===== config.mk =====
export PLATFORM = sky130hd
export DESIGN_NAME = atq_trigger
export DESIGN_NICKNAME = d
export VERILOG_FILES = /design/src/atq_pkg.sv /design/src/atq_trigger.sv
export SDC_FILE = /design/constraint.sdc
export NUM_CORES = 2
export LEC_CHECK = 0
export ABC_AREA = 1
export BUFFER_PORTS_ARGS = -buffer_cell sky130_fd_sc_hd__buf_2
export CORE_ASPECT_RATIO = 0.7
export CORE_MARGIN = 2
export CORE_UTILIZATION = 55
export CTS_CLUSTER_SIZE = 12
export DETAILED_ROUTE_END_ITERATION = 6
export PLACE_DENSITY = 0.7
export SLEW_MARGIN = 20
export SYNTH_ARGS = -nofsm -noshare
export SYNTH_HDL_FRONTEND = slang
export SYNTH_SLANG_ARGS = --single-unit
export TNS_END_PERCENT = 100

===== constraint.sdc =====
create_clock -name clock_i -period 19.9 [get_ports clock_i]
set_clock_uncertainty 0.2 [all_clocks]
set_input_delay 1.99 -clock clock_i [delete_from_list [all_inputs] [get_ports clock_i]]
set_output_delay 1.99 -clock clock_i [all_outputs]
set_load 0.03 [all_outputs]

===== src/atq_pkg.sv =====
// atq_pkg: constants, enums and the configuration carrier for the trigger qualifier.
// assumes a 32-bit avalon-mm slave with byte addresses and one sample clock.
package atq_pkg;
    // widths
    localparam int SW   = 16;   // sample and level width
    localparam int TW   = 24;   // time counts, in sample-strobe or external timebase ticks
    localparam int CW   = 16;   // event counter width
    localparam int HIST = 16;   // deepest slope window, in samples
    localparam int AW   = 6;    // byte address width

    // register byte offsets
    localparam logic [AW-1:0] OFS_CTRL   = 6'h00;
    localparam logic [AW-1:0] OFS_PRIM   = 6'h04;
    localparam logic [AW-1:0] OFS_SEC    = 6'h08;
    localparam logic [AW-1:0] OFS_HYST   = 6'h0c;
    localparam logic [AW-1:0] OFS_WIN    = 6'h10;
    localparam logic [AW-1:0] OFS_PWIDTH = 6'h14;
    localparam logic [AW-1:0] OFS_HOLD   = 6'h18;
    localparam logic [AW-1:0] OFS_TSTART = 6'h1c;
    localparam logic [AW-1:0] OFS_TWIDTH = 6'h20;
    localparam logic [AW-1:0] OFS_PRESET = 6'h24;
    localparam logic [AW-1:0] OFS_STATUS = 6'h28;

    // control register fields
    localparam int CTRL_CHAN  = 0;  // 2 bits
    localparam int CTRL_MODE  = 2;  // 3 bits
    localparam int CTRL_DIR   = 5;  // 1 = falling
    localparam int CTRL_SLOPE = 6;
    localparam int CTRL_PULSE = 7;  // 2 bits
    localparam int CTRL_TIMER = 9;  // 3 bits
    localparam int CTRL_MARK  = 12; // 3 bits
    localparam int CTRL_EXTTB = 15;

    // status register fields
    localparam int STAT_CNT  = 0;   // 16 bits
    localparam int STAT_HOLD = 16;
    localparam int STAT_SEEN = 17;

    // reset values
    localparam logic [4:0]    WIN_RST    = 5'h01;
    localparam logic [CW-1:0] PRESET_RST = 16'h0001;

    typedef enum logic [1:0] {
        CHAN_ANALOG = 2'b00,
        CHAN_MARKER = 2'b01,
        CHAN_BUS    = 2'b10,
        CHAN_CALC   = 2'b11
    } atq_chan_e;

    typedef enum logic [2:0] {
        MODE_OFF        = 3'b000,
        MODE_BASIC      = 3'b001,
        MODE_DUAL       = 3'b010,
        MODE_BASIC_QUAL = 3'b011,
        MODE_DUAL_QUAL  = 3'b100
    } atq_mode_e;

    typedef enum logic [1:0] {
        PULSE_OFF    = 2'b00,
        PULSE_DETECT = 2'b01,
        PULSE_REJECT = 2'b10
    } atq_pulse_e;

    typedef enum logic [2:0] {
        TIMER_DIS          = 3'b000,
        TIMER_LESS         = 3'b001,
        TIMER_MORE         = 3'b010,
        TIMER_BETWEEN      = 3'b011,
        outside_range_mode = 3'b100
    } atq_timer_e;

    typedef enum logic [2:0] {
        MARK_OFF   = 3'b000,
        MARK_RISE  = 3'b001,
        MARK_FALL  = 3'b010,
        MARK_QHIGH = 3'b011,
        MARK_QLOW  = 3'b100
    } atq_mark_e;

    // whole configuration as written by software
    typedef struct packed {
        atq_chan_e          chan;
        atq_mode_e          mode;
        logic               dir_fall;
        logic               slope_trigger_enable;
        atq_pulse_e         pulse;
        atq_timer_e         timer;
        atq_mark_e          mark;
        logic               ext_tb;
        logic signed [SW-1:0] prim;
        logic signed [SW-1:0] sec;
        logic [SW-1:0]      hyst;
        logic [4:0]         win;
        logic [TW-1:0]      pwidth;
        logic [TW-1:0]      hold;
        logic [TW-1:0]      tstart;
        logic [TW-1:0]      twidth;
        logic [CW-1:0]      preset;
    } atq_cfg_s;
endpackage : atq_pkg


===== src/atq_trigger.sv =====
// atq_trigger: per-channel digital trigger detector with qualifiers.
// assumes samples arrive on clock_i with a valid strobe; marker, qualifier and
// external timebase tick are asynchronous pins.
//
// Our own choices: the register addresses and the Avalon-MM interface to the registers.
`timescale 1ns/1ns

// single-level crossing detector with hysteresis zone
module atq_level_det (
    // clock and reset
    input  wire logic                       clock_i,
    input  wire logic                       srst_i,
    // sample side
    input  wire logic                       en_i,
    input  wire logic signed [atq_pkg::SW:0] x_i,
    input  wire logic signed [atq_pkg::SW-1:0] lvl_i,
    input  wire logic [atq_pkg::SW-1:0]     hyst_i,
    input  wire logic                       fall_i,
    // results
    output logic                            fire_o,
    output logic                            beyond_o
);
    logic                        armed;
    logic signed [atq_pkg::SW+1:0] lo;
    logic signed [atq_pkg::SW+1:0] hi;
    logic signed [atq_pkg::SW+1:0] xv;
    logic signed [atq_pkg::SW+1:0] lv;

    // hysteresis zone around the level
    assign lv = {{2{lvl_i[atq_pkg::SW-1]}}, lvl_i};
    assign xv = {x_i[atq_pkg::SW], x_i};
    assign lo = lv - {2'b00, hyst_i};
    assign hi = lv + {2'b00, hyst_i};
    // strictly past the level, equality never counts
    assign beyond_o = fall_i ? (xv < lv) : (xv > lv);

    // arm on leaving the far side of the zone, fire on passing the level
    always_ff @(posedge clock_i) begin
        if (srst_i) begin
            armed  <= 1'b0;
            fire_o <= 1'b0;
        end else begin
            fire_o <= 1'b0;
            if (en_i) begin
                if (armed && beyond_o) begin
                    fire_o <= 1'b1;
                    armed  <= 1'b0;
                end else if (fall_i ? (xv > hi) : (xv < lo)) begin
                    armed <= 1'b1;
                end
            end
        end
    end
endmodule : atq_level_det

module atq_trigger (
    // clock and reset
    input  wire logic                         clock_i,
    input  wire logic                         srst_i,
    // avalon-mm slave
    input  wire logic [atq_pkg::AW-1:0]       avs_address,
    input  wire logic                         avs_read,
    input  wire logic                         avs_write,
    input  wire logic [31:0]                  avs_writedata,
    output logic [31:0]                       avs_readdata,
    output logic                              avs_waitrequest,
    // sample stream
    input  wire logic                         sample_valid_i,
    input  wire logic signed [atq_pkg::SW-1:0] sample_i,
    // asynchronous pins
    input  wire logic                         marker_i,
    input  wire logic                         qualifier_i,
    input  wire logic                         ext_tick_i,
    // trigger result
    output logic                              trig_o
);
    atq_pkg::atq_cfg_s          cfg;
    logic [2:0]                 sync1, sync2, sync3, pin_lvl;
    logic                       tick_prev, mark_prev;
    logic                       time_tick;
    logic signed [atq_pkg::SW-1:0] hist [atq_pkg::HIST];
    logic [3:0]                 win_idx;
    logic signed [atq_pkg::SW:0] x;
    logic                       p_fire, p_beyond, s_fire, s_beyond;
    logic                       run;
    logic [atq_pkg::TW-1:0]     pcnt;
    logic                       p_evt;
    logic                       det_evt, qual_mode, raw_evt, pass_evt;
    logic [atq_pkg::TW-1:0]     hold_cnt;
    logic [atq_pkg::TW-1:0]     itv_cnt;
    logic [atq_pkg::TW:0]       win_end;
    logic                       seen;
    logic [atq_pkg::CW-1:0]     evt_cnt;
    logic [atq_pkg::CW-1:0]     next_evt_cnt;
    logic                       final_trig;
    logic                       wr_ok;
    logic [31:0]                rd_mux;

    // bus: one wait cycle, then the request is taken at the edge waitrequest is low
    assign wr_ok = avs_write && !avs_waitrequest;
    always_ff @(posedge clock_i) begin
        if (srst_i) begin
            avs_waitrequest <= 1'b1;
        end else begin
            avs_waitrequest <= !((avs_read || avs_write) && avs_waitrequest);
        end
    end

    // configuration writes; unmapped and status offsets ignore writes
    always_ff @(posedge clock_i) begin
        if (srst_i) begin
            cfg        <= '0;
            cfg.win    <= atq_pkg::WIN_RST;
            cfg.preset <= atq_pkg::PRESET_RST;
        end else if (wr_ok) begin
            case (avs_address)
                atq_pkg::OFS_CTRL: begin
                    cfg.chan  <= atq_pkg::atq_chan_e'(avs_writedata[atq_pkg::CTRL_CHAN +: 2]);
                    cfg.mode  <= atq_pkg::atq_mode_e'(avs_writedata[atq_pkg::CTRL_MODE +: 3]);
                    cfg.dir_fall             <= avs_writedata[atq_pkg::CTRL_DIR];
                    cfg.slope_trigger_enable <= avs_writedata[atq_pkg::CTRL_SLOPE];
                    cfg.pulse <= atq_pkg::atq_pulse_e'(avs_writedata[atq_pkg::CTRL_PULSE +: 2]);
                    cfg.timer <= atq_pkg::atq_timer_e'(avs_writedata[atq_pkg::CTRL_TIMER +: 3]);
                    cfg.mark  <= atq_pkg::atq_mark_e'(avs_writedata[atq_pkg::CTRL_MARK +: 3]);
                    cfg.ext_tb <= avs_writedata[atq_pkg::CTRL_EXTTB];
                end
                atq_pkg::OFS_PRIM:   cfg.prim   <= avs_writedata[atq_pkg::SW-1:0];
                atq_pkg::OFS_SEC:    cfg.sec    <= avs_writedata[atq_pkg::SW-1:0];
                atq_pkg::OFS_HYST:   cfg.hyst   <= avs_writedata[atq_pkg::SW-1:0];
                atq_pkg::OFS_WIN:    cfg.win    <= avs_writedata[4:0];
                atq_pkg::OFS_PWIDTH: cfg.pwidth <= avs_writedata[atq_pkg::TW-1:0];
                atq_pkg::OFS_HOLD:   cfg.hold   <= avs_writedata[atq_pkg::TW-1:0];
                atq_pkg::OFS_TSTART: cfg.tstart <= avs_writedata[atq_pkg::TW-1:0];
                atq_pkg::OFS_TWIDTH: cfg.twidth <= avs_writedata[atq_pkg::TW-1:0];
                atq_pkg::OFS_PRESET: cfg.preset <= avs_writedata[atq_pkg::CW-1:0];
                default: ;
            endcase
        end
    end

    // read mux; unmapped offsets read zero
    always_comb begin
        rd_mux = 32'h0;
        case (avs_address)
            atq_pkg::OFS_CTRL: begin
                rd_mux[atq_pkg::CTRL_CHAN +: 2]  = cfg.chan;
                rd_mux[atq_pkg::CTRL_MODE +: 3]  = cfg.mode;
                rd_mux[atq_pkg::CTRL_DIR]        = cfg.dir_fall;
                rd_mux[atq_pkg::CTRL_SLOPE]      = cfg.slope_trigger_enable;
                rd_mux[atq_pkg::CTRL_PULSE +: 2] = cfg.pulse;
                rd_mux[atq_pkg::CTRL_TIMER +: 3] = cfg.timer;
                rd_mux[atq_pkg::CTRL_MARK +: 3]  = cfg.mark;
                rd_mux[atq_pkg::CTRL_EXTTB]      = cfg.ext_tb;
            end
            atq_pkg::OFS_PRIM:   rd_mux[atq_pkg::SW-1:0] = cfg.prim;
            atq_pkg::OFS_SEC:    rd_mux[atq_pkg::SW-1:0] = cfg.sec;
            atq_pkg::OFS_HYST:   rd_mux[atq_pkg::SW-1:0] = cfg.hyst;
            atq_pkg::OFS_WIN:    rd_mux[4:0] = cfg.win;
            atq_pkg::OFS_PWIDTH: rd_mux[atq_pkg::TW-1:0] = cfg.pwidth;
            atq_pkg::OFS_HOLD:   rd_mux[atq_pkg::TW-1:0] = cfg.hold;
            atq_pkg::OFS_TSTART: rd_mux[atq_pkg::TW-1:0] = cfg.tstart;
            atq_pkg::OFS_TWIDTH: rd_mux[atq_pkg::TW-1:0] = cfg.twidth;
            atq_pkg::OFS_PRESET: rd_mux[atq_pkg::CW-1:0] = cfg.preset;
            atq_pkg::OFS_STATUS: begin
                rd_mux[atq_pkg::STAT_CNT +: atq_pkg::CW] = evt_cnt;
                rd_mux[atq_pkg::STAT_HOLD] = (hold_cnt != '0);
                rd_mux[atq_pkg::STAT_SEEN] = seen;
            end
            default: rd_mux = 32'h0;
        endcase
    end

    // read data stands at the edge where waitrequest is sampled low
    always_ff @(posedge clock_i) begin
        if (srst_i) begin
            avs_readdata <= 32'h0;
        end else if (avs_read && avs_waitrequest) begin
            avs_readdata <= rd_mux;
        end
    end

    // pin synchronisers; a level only moves when stages two and three agree
    always_ff @(posedge clock_i) begin
        if (srst_i) begin
            sync1   <= 3'h0;
            sync2   <= 3'h0;
            sync3   <= 3'h0;
            pin_lvl <= 3'h0;
        end else begin
            sync1 <= {ext_tick_i, qualifier_i, marker_i};
            sync2 <= sync1;
            sync3 <= sync2;
            for (int i = 0; i < 3; i++) begin
                if (sync2[i] == sync3[i]) pin_lvl[i] <= sync3[i];
            end
        end
    end

    // time base: sample ticks, or external ticks when that timebase is chosen
    always_ff @(posedge clock_i) begin
        if (srst_i) tick_prev <= 1'b0;
        else        tick_prev <= pin_lvl[2];
    end
    assign time_tick = cfg.ext_tb ? (pin_lvl[2] && !tick_prev) : sample_valid_i;

    // sample history for the slope window
    always_ff @(posedge clock_i) begin
        if (srst_i) begin
            for (int i = 0; i < atq_pkg::HIST; i++) hist[i] <= '0;
        end else if (sample_valid_i) begin
            hist[0] <= sample_i;
            for (int i = 1; i < atq_pkg::HIST; i++) hist[i] <= hist[i-1];
        end
    end

    // window clamped to 1..HIST samples back; zero treated as one
    assign win_idx = (cfg.win == 5'h00) ? 4'h0 :
                     (cfg.win > 5'h10)  ? 4'hf : 4'(cfg.win - 5'h01);
    // difference ends on the current sample, so a hit lands on the window's last sample
    assign x = cfg.slope_trigger_enable
             ? (17'(sample_i) - 17'(hist[win_idx]))
             : 17'(sample_i);

    // primary and secondary detectors, secondary in the opposite direction
    atq_level_det u_prim (
        .clock_i  (clock_i),
        .srst_i   (srst_i),
        .en_i     (sample_valid_i),
        .x_i      (x),
        .lvl_i    (cfg.prim),
        .hyst_i   (cfg.hyst),
        .fall_i   (cfg.dir_fall),
        .fire_o   (p_fire),
        .beyond_o (p_beyond)
    );
    atq_level_det u_sec (
        .clock_i  (clock_i),
        .srst_i   (srst_i),
        .en_i     (sample_valid_i),
        .x_i      (x),
        .lvl_i    (cfg.sec),
        .hyst_i   (cfg.hyst),
        .fall_i   (!cfg.dir_fall),
        .fire_o   (s_fire),
        .beyond_o (s_beyond)
    );

    // pulse filter on the primary detector; pcnt measures the pulse length
    always_ff @(posedge clock_i) begin
        if (srst_i) begin
            run   <= 1'b0;
            pcnt  <= '0;
            p_evt <= 1'b0;
        end else begin
            p_evt <= 1'b0;
            case (cfg.pulse)
                atq_pkg::PULSE_DETECT, atq_pkg::PULSE_REJECT: begin
                    if (p_fire) begin
                        run  <= 1'b1;
                        pcnt <= '0;
                    end else if (run) begin
                        if (sample_valid_i && !p_beyond) begin
                            run <= 1'b0;
                            // detect: pass pulses no longer than the width
                            if (cfg.pulse == atq_pkg::PULSE_DETECT && pcnt <= cfg.pwidth)
                                p_evt <= 1'b1;
                        end else if (time_tick) begin
                            pcnt <= pcnt + 1'b1;
                            // reject: only a pulse outlasting the width gets through
                            if (cfg.pulse == atq_pkg::PULSE_REJECT && pcnt == cfg.pwidth)
                                p_evt <= 1'b1;
                        end
                    end
                end
                default: begin
                    run   <= 1'b0;
                    pcnt  <= '0;
                    p_evt <= p_fire;
                end
            endcase
        end
    end

    // mode select per channel type
    always_comb begin
        det_evt   = 1'b0;
        qual_mode = 1'b0;
        case (cfg.chan)
            atq_pkg::CHAN_MARKER: begin
                case (cfg.mark)
                    atq_pkg::MARK_RISE:  det_evt = sample_valid_i && pin_lvl[0] && !mark_prev;
                    atq_pkg::MARK_FALL:  det_evt = sample_valid_i && !pin_lvl[0] && mark_prev;
                    atq_pkg::MARK_QHIGH: det_evt = sample_valid_i && pin_lvl[0];
                    atq_pkg::MARK_QLOW:  det_evt = sample_valid_i && !pin_lvl[0];
                    default:             det_evt = 1'b0;
                endcase
            end
            default: begin
                case (cfg.mode)
                    atq_pkg::MODE_BASIC: det_evt = p_evt;
                    atq_pkg::MODE_DUAL:  det_evt = p_evt || s_fire;
                    atq_pkg::MODE_BASIC_QUAL: begin
                        det_evt   = p_evt && (cfg.chan != atq_pkg::CHAN_CALC);
                        qual_mode = 1'b1;
                    end
                    atq_pkg::MODE_DUAL_QUAL: begin
                        det_evt   = (p_evt || s_fire) && (cfg.chan != atq_pkg::CHAN_CALC);
                        qual_mode = 1'b1;
                    end
                    default: det_evt = 1'b0;
                endcase
            end
        endcase
    end

    // marker level at the previous sample
    always_ff @(posedge clock_i) begin
        if (srst_i)              mark_prev <= 1'b0;
        else if (sample_valid_i) mark_prev <= pin_lvl[0];
    end

    // qualifier gate and hold-off
    assign raw_evt = det_evt && (!qual_mode || pin_lvl[1])
                     && (hold_cnt == '0);

    // hold-off: reload on every final trigger, count down on the time base
    always_ff @(posedge clock_i) begin
        if (srst_i) begin
            hold_cnt <= '0;
        end else if (final_trig) begin
            hold_cnt <= cfg.hold;
        end else if (time_tick && hold_cnt != '0) begin
            hold_cnt <= hold_cnt - 1'b1;
        end
    end

    // interval timer: spacing since the previous event, saturating
    assign win_end = {1'b0, cfg.tstart} + {1'b0, cfg.twidth};
    always_comb begin
        case (cfg.timer)
            atq_pkg::TIMER_LESS:    pass_evt = raw_evt && seen && itv_cnt < cfg.tstart;
            atq_pkg::TIMER_MORE:    pass_evt = raw_evt && seen && itv_cnt > cfg.tstart;
            atq_pkg::TIMER_BETWEEN: pass_evt = raw_evt && seen && itv_cnt >= cfg.tstart
                                               && {1'b0, itv_cnt} < win_end;
            atq_pkg::outside_range_mode:
                pass_evt = raw_evt && seen && !(itv_cnt >= cfg.tstart
                                               && {1'b0, itv_cnt} < win_end);
            default:                pass_evt = raw_evt;
        endcase
    end
    always_ff @(posedge clock_i) begin
        if (srst_i) begin
            itv_cnt <= '0;
            seen    <= 1'b0;
        end else if (raw_evt) begin
            itv_cnt <= '0;
            seen    <= 1'b1;
        end else if (time_tick && itv_cnt != '1) begin
            itv_cnt <= itv_cnt + 1'b1;
        end
    end

    // event counter; a preset of zero behaves as one
    assign next_evt_cnt = evt_cnt + 1'b1;
    assign final_trig   = pass_evt && (next_evt_cnt == cfg.preset || cfg.preset == '0);
    always_ff @(posedge clock_i) begin
        if (srst_i) begin
            evt_cnt <= '0;
        end else if (final_trig) begin
            evt_cnt <= '0;
        end else if (pass_evt) begin
            evt_cnt <= next_evt_cnt;
        end
    end

    // registered trigger pulse
    always_ff @(posedge clock_i) begin
        if (srst_i) trig_o <= 1'b0;
        else        trig_o <= final_trig;
    end
endmodule : atq_trigger


# Word-level counts from Yosys, hierarchy flattened
# Memories as Yosys holds them, arrays and structs flattened.
# Cells that the tools add are included.
# totals
mem_count,1
out_inout_bits,34
inputBits,62
ff_bits,316
mem_bits_rw,256
# op_classes
bitwise,19
muxes,57
n_lt_le_gt_ge,14
addsub,11
reduce_logical,67
eq_ne,32
# memory_table
name,depth,width,read_ports,rd_ports_with_merged_regs,write_ports,line_no,text
hist,16,16,16,0,16,atq_trigger.sv:81,logic signed [atq_pkg::SW-1:0] hist [atq_pkg::HIST];
# op_table
cell,count
$mux W16,16
$pmux W11 S10,1
$pmux W5 S11,1
$add A24 B1 Y24 const B,2
$mux W24,2
$add A16 B17 Y18,2
$gt A17 B18 Y1,2
$lt A17 B18 Y1,2
$sub A16 B17 Y18,2
$gt A17 B16 Y1,2
$lt A17 B16 Y1,2
$mux W1,29
$logic_and A1 B1 Y1,27
$add A24 B24 Y25,1
$lt A24 B25 Y1,1
$eq A24 B24 Y1,1
$eq A6 B5 Y1 const B,4
$ge A24 B24 Y1,1
$gt A24 B24 Y1,1
$le A24 B24 Y1,1
$logic_not A24 Y1,1
$lt A24 B24 Y1,1
$ne A24 B24 Y1 const B,1
$pmux W6 S4,1
33 further kinds,96

# Logic depth before layout (Yosys ltp)
# depth
word_depth,14
depth_mapped,46

# Hierarchy
# From an unflattened synthesis, not the netlist that was laid out.
# hier_totals
cells_unflattened,4814
area_unflattened_um2,36367.4
# by_module_without_submodules
mod,area_each_um2,seq_area_each_um2,cells_per_inst,instances
atq_trigger,29851.1,13933.4,3792,1
atq_level_det at u_sec,3306.9,40.0,509,1
atq_level_det at u_prim,3209.3,40.0,513,1

# Worst setup path before layout
# OpenSTA, ideal clock, no wires.
# synth_path
path_kind,in2reg
startpoint,input port srst_i
endpoint,memory hist[0][0] (netlist name) (enable)
arrival_time_ns,6.872
required_time_ns,17.737
cell_stages,5
setup_ns,1.963
n_path_buf,3
path_slack_ns,10.865
path_cell_list,clkbuf_1 > inv_1 > clkbuf_1 > clkbuf_1 > nand2_1
# synth_lines
element,line_no,text
"start, declared",atq_trigger.sv:59,"input wire logic srst_i,"
"end, declared",atq_trigger.sv:81,

# Worst setup path in the final report
# layout_path
startpoint,register cfg[112] (netlist name)
endpoint,register pcnt[10] (netlist name)
# layout_between
elab_chain_len,12
word_cells_on_any_way,15
# layout_rtl
element,line_no,text
"start, declared",atq_trigger.sv:77,atq_pkg::atq_cfg_s cfg;
$sub A4 B1 Y4 or $gt A5 B5 Y1 (tied branches),atq_trigger.sv:218,(cfg.win > 5'h10) ? 4'hf : 4'(cfg.win - 5'h01);
$mux W4,atq_trigger.sv:218,
$mux W4 (*),atq_trigger.sv:217,assign win_idx = (cfg.win == 5'h00) ? 4'h0 :
$mem_v2 Z16 W16 (*),-,
$sub A16 B16 Y17 (*),atq_trigger.sv:221,? (17'(sample_i) - 17'(hist[win_idx]))
$mux W17 (*),atq_trigger.sv:221,
$gt A17 B16 Y1 or $lt A17 B16 Y1 (tied branches),atq_trigger.sv:35,assign beyond_o = fall_i ? (xv < lv) : (xv > lv);
$mux W1 (*),atq_trigger.sv:35,
$logic_not A1 Y1 (*),atq_trigger.sv:262,if (sample_valid_i && !p_beyond) begin
$logic_and A1 B1 Y1 (*),atq_trigger.sv:262,
$not A1 Y1 (no line) (*),-,
$reduce_and A3 Y1 (no line) (*),-,
"end signal, assigned",atq_trigger.sv:268,pcnt <= pcnt + 1'b1;
"end, declared",atq_trigger.sv:86,logic [atq_pkg::TW-1:0] pcnt;
# Mark *: on every way between the ends. The rest lies on a longest branch, timed or not.
# A chain may end at the register's enable or synchronous reset.

==> metrics.txt <==
Port Buffer Count=79; outcome=complete, no violations; ranking of synthesized cells by area=sky130_fd_sc_hd__edfxtp_1 22%, sky130_fd_sc_hd__dfxtp_1 18%, sky130_fd_sc_hd__ha_1 9.2%; cells resized by post-CTS repair=0; area of the mapped netlist=0.0355 sq mm; source of the worst register-to-register timing path=cfg[112]; dominant synthesized flop cell=sky130_fd_sc_hd__dfxtp_1; clock tree from TritonCTS=done; number of hold buffers added after CTS=0; minimum clock period after layout=8.21 ns; Critical Path Source Type=register; maximum number of pins on one net before global-route repair=192; total grt overflow=0; vias after detailed routing=31400; area fraction in compound gates after synthesis=18.1%; Leak=16.2 nW; maximum frequency from static timing analysis=122 MHz; Top cell by count, worst path=sky130_fd_sc_hd__nand2_1; Chip Height=216 um; most used standard cells in the synthesized netlist=665 x sky130_fd_sc_hd__inv_1, 632 x sky130_fd_sc_hd__nand2_1, 594 x sky130_fd_sc_hd__nor2_1; wire length of the first global-routing pass=163000 um; Final Hold Fails=0; maximum VDD drop=0.0000779 V; drt first pass iters=6; Clock Path Buffers=3; Starting Density=55.9%; max_slew headroom=22.3%; worst slew pin tran=1.15 ns; max-slew violations=0; share of Yosys cell area claimed by the top area cell type=21.7%; Largest stage delay, worst path=0.70 ns; critical path start-end classification=register to register; number of vias per cell=5.76; overall global routing resource usage=31.3%; number of enable flip-flop cells after synthesis=256; Critical Path Sink Type=register; Tcrit/Tclk final=41.2%; post-synthesis xor/xnor area fraction=4.05%; cell taking the most area after synthesis=sky130_fd_sc_hd__edfxtp_1; master cell of the clock root buffer=sky130_fd_sc_hd__clkbuf_16; antenna violations before repair=6; DRC violations left=0; MaxCap Viol Count=0; critical path peak fanout=78; number of global-route vias before repair=28200; boundary pin count=96; number of nets in the layout=4910; first element of the critical path=cfg[112]; unrepaired setup endpoints after global routing=no; total of endpoints with negative setup slack in the final report=0; hpwl dp=76300 um; type of the most critical hold path=register to register; main combinational cell family by area after synthesis=simple AND/OR/NAND/NOR gates; Wirelength per Cell=19.4 um; Power Dens Cells=75.1 mW/mm^2; synthesis warning total=0; instance count of the mapped netlist=4616; Netlist cell types=66; Hold Path Origin=sync1[2]; signed area change from the synthesized netlist to the final layout=7.62%; fraction of final layout cells with drive strength greater than 1=6.12%; synthesized-area fraction occupied by and/or/nand/nor cells=19.1%; flip-flop and latch count after synthesis=572; setup bufs post-CTS=0; Std-Cell Core Area=0.0635 sq mm; total clock sinks=572; initial drt markers=4192; mux contribution to synthesized area=0%; Clock Pin Slew Worst Setup and Hold Paths=0.06 ns; most repeated cell in the gate-level netlist after synthesis=sky130_fd_sc_hd__inv_1; total CTS buffers=58; worst endpoint required time=20.20 ns; average size of a mapped cell=7.68 sq um; last weighted congestion value of the routability-driven placer=1.02; Max stage delay cell, worst path=sky130_fd_sc_hd__o311ai_0; fraction of synthesis flops using an asynchronous set or reset pin=0%; post-route ant nets=0; worst hold slack after final layout=0.213 ns; die width=308 um; insertion delay of the later-clocked pin in the worst-skew pair=0.66 ns; portion of the post-synthesis area used by sequential elements=39.5%; number of core rows=77; # H-tree levels=2; final WL=106000 um; share of synthesized cell area in full adder, half adder and majority cells=9.51%; worst endpoint data arrival time=8.51 ns; Die Outline Area=0.0666 sq mm; Setup Total Neg Slack=0 ns
-- cell usage in the layout (no fill, tap or decap), types with 8 or more instances in the layout --
| cell | instances |
|---|---|
| sky130_fd_sc_hd__a21o_1 | 16 |
| sky130_fd_sc_hd__a21oi_1 | 462 |
| sky130_fd_sc_hd__a21oi_2 | 15 |
| sky130_fd_sc_hd__a221oi_1 | 39 |
| sky130_fd_sc_hd__a31oi_1 | 17 |
| sky130_fd_sc_hd__buf_2 | 78 |
| sky130_fd_sc_hd__buf_4 | 33 |
| sky130_fd_sc_hd__clkbuf_1 | 21 |
| sky130_fd_sc_hd__clkbuf_16 | 58 |
| sky130_fd_sc_hd__conb_1 | 8 |
| sky130_fd_sc_hd__dfxtp_1 | 316 |
| sky130_fd_sc_hd__edfxtp_1 | 256 |
| sky130_fd_sc_hd__ha_1 | 260 |
| sky130_fd_sc_hd__inv_1 | 662 |
| sky130_fd_sc_hd__inv_2 | 8 |
| sky130_fd_sc_hd__nand2_1 | 630 |
| sky130_fd_sc_hd__nand2_2 | 16 |
| sky130_fd_sc_hd__nand3_1 | 153 |
| sky130_fd_sc_hd__nand4_1 | 75 |
| sky130_fd_sc_hd__nor2_1 | 592 |
| sky130_fd_sc_hd__nor3_1 | 66 |
| sky130_fd_sc_hd__nor4_1 | 16 |
| sky130_fd_sc_hd__o2111ai_1 | 11 |
| sky130_fd_sc_hd__o211ai_1 | 23 |
| sky130_fd_sc_hd__o21ai_0 | 382 |
| sky130_fd_sc_hd__o21ai_1 | 9 |
| sky130_fd_sc_hd__o21ai_2 | 15 |
| sky130_fd_sc_hd__o21bai_1 | 14 |
| sky130_fd_sc_hd__o221ai_1 | 17 |
| sky130_fd_sc_hd__o22ai_1 | 44 |
| sky130_fd_sc_hd__o311ai_0 | 22 |
| sky130_fd_sc_hd__o31ai_1 | 12 |
| sky130_fd_sc_hd__or2_2 | 8 |
| sky130_fd_sc_hd__xnor2_1 | 38 |
| sky130_fd_sc_hd__xor2_1 | 126 |
-- worst paths after layout --
path	endpoint	slack, ns	cells past startpoint
worst max-delay path	pcnt[10]	11.69	44
worst min register to register	sync2[2]	0.21	2
worst min-delay path	sync2[2]	0.21	2
worst max register to register	pcnt[10]	11.69	44
-- routing by layer --
layer,global-route usage [%],share of wire (%),up-vias
met5,0,0.011,-
met2,41.9,39,1363
li1,-,-,15400
met4,5.90,1.7,2
met1,49.7,48,14500
met3,8.23,12,136
-- layout make-up --
type | count | area [sq um]
diodes | 2 | 5.00
clock buffers | 86 | 1630
clock inverters | 15 | 188
fillers | 5807 | 25300
inverters | 676 | 2540
multi-input cells | 3161 | 18100
flip-flops and latches | 572 | 14000
well taps | 829 | 1040
repair buffers | 113 | 669
-- registers in the layout (all words and copies together) (netlist names), 3 cells and up --
signal and count:
pin_lvl 3, sync1 3, itv_cnt 24, cfg 181
evt_cnt 16, hold_cnt 24, sync3 3, sync2 3
hist 256, avs_readdata 24, pcnt 24
-- worst max-delay path, delay by kind of cell (launching register included) --
family          cells  cell delay [ns]
simple gates       22             2.44
buf+inv            10             2.29
compound gates      9             1.89
fa+ha+maj           3             0.86
flops               1             0.30
-- logic make-up (layout without fill, tap and decap cells) --
group | after synthesis | after routing
xor gates and xnor gates | 164 | 164
DFF | 572 | 572
buffers and inverters | 890 | 890
and+or+nand+nor | 1594 | 1594
other | 1 | 10
AOI/OAI and AO/OA | 1129 | 1129
adders and majority gates | 266 | 266
-- metrics by stage --
stage / std cells / utilization [%] / area (sq um) / power [mW] / setup slack [ns]
after floorplan: 4623 / - / 35500 / 1.70 / 10.87
after global routing: 5454 / 60.1 / 38200 / 2.99 / 10.98
after global placement: 5351 / 57.2 / 36300 / 1.79 / 12.01
after CTS: 5452 / 60.1 / 38200 / 2.87 / 11.80
after detailed placement: 5351 / 57.2 / 36300 / 1.80 / 11.87
final: 5454 / 60.1 / 38200 / 2.87 / 11.69
-- where the power goes --
group          leakage (nW)  switching [mW]  internal (mW)
Sequential             5.38          0.0381           1.29
Clock                 0.886           0.481          0.602
Combinational          9.94           0.295          0.162
Power figures use the tool's default switching activity.
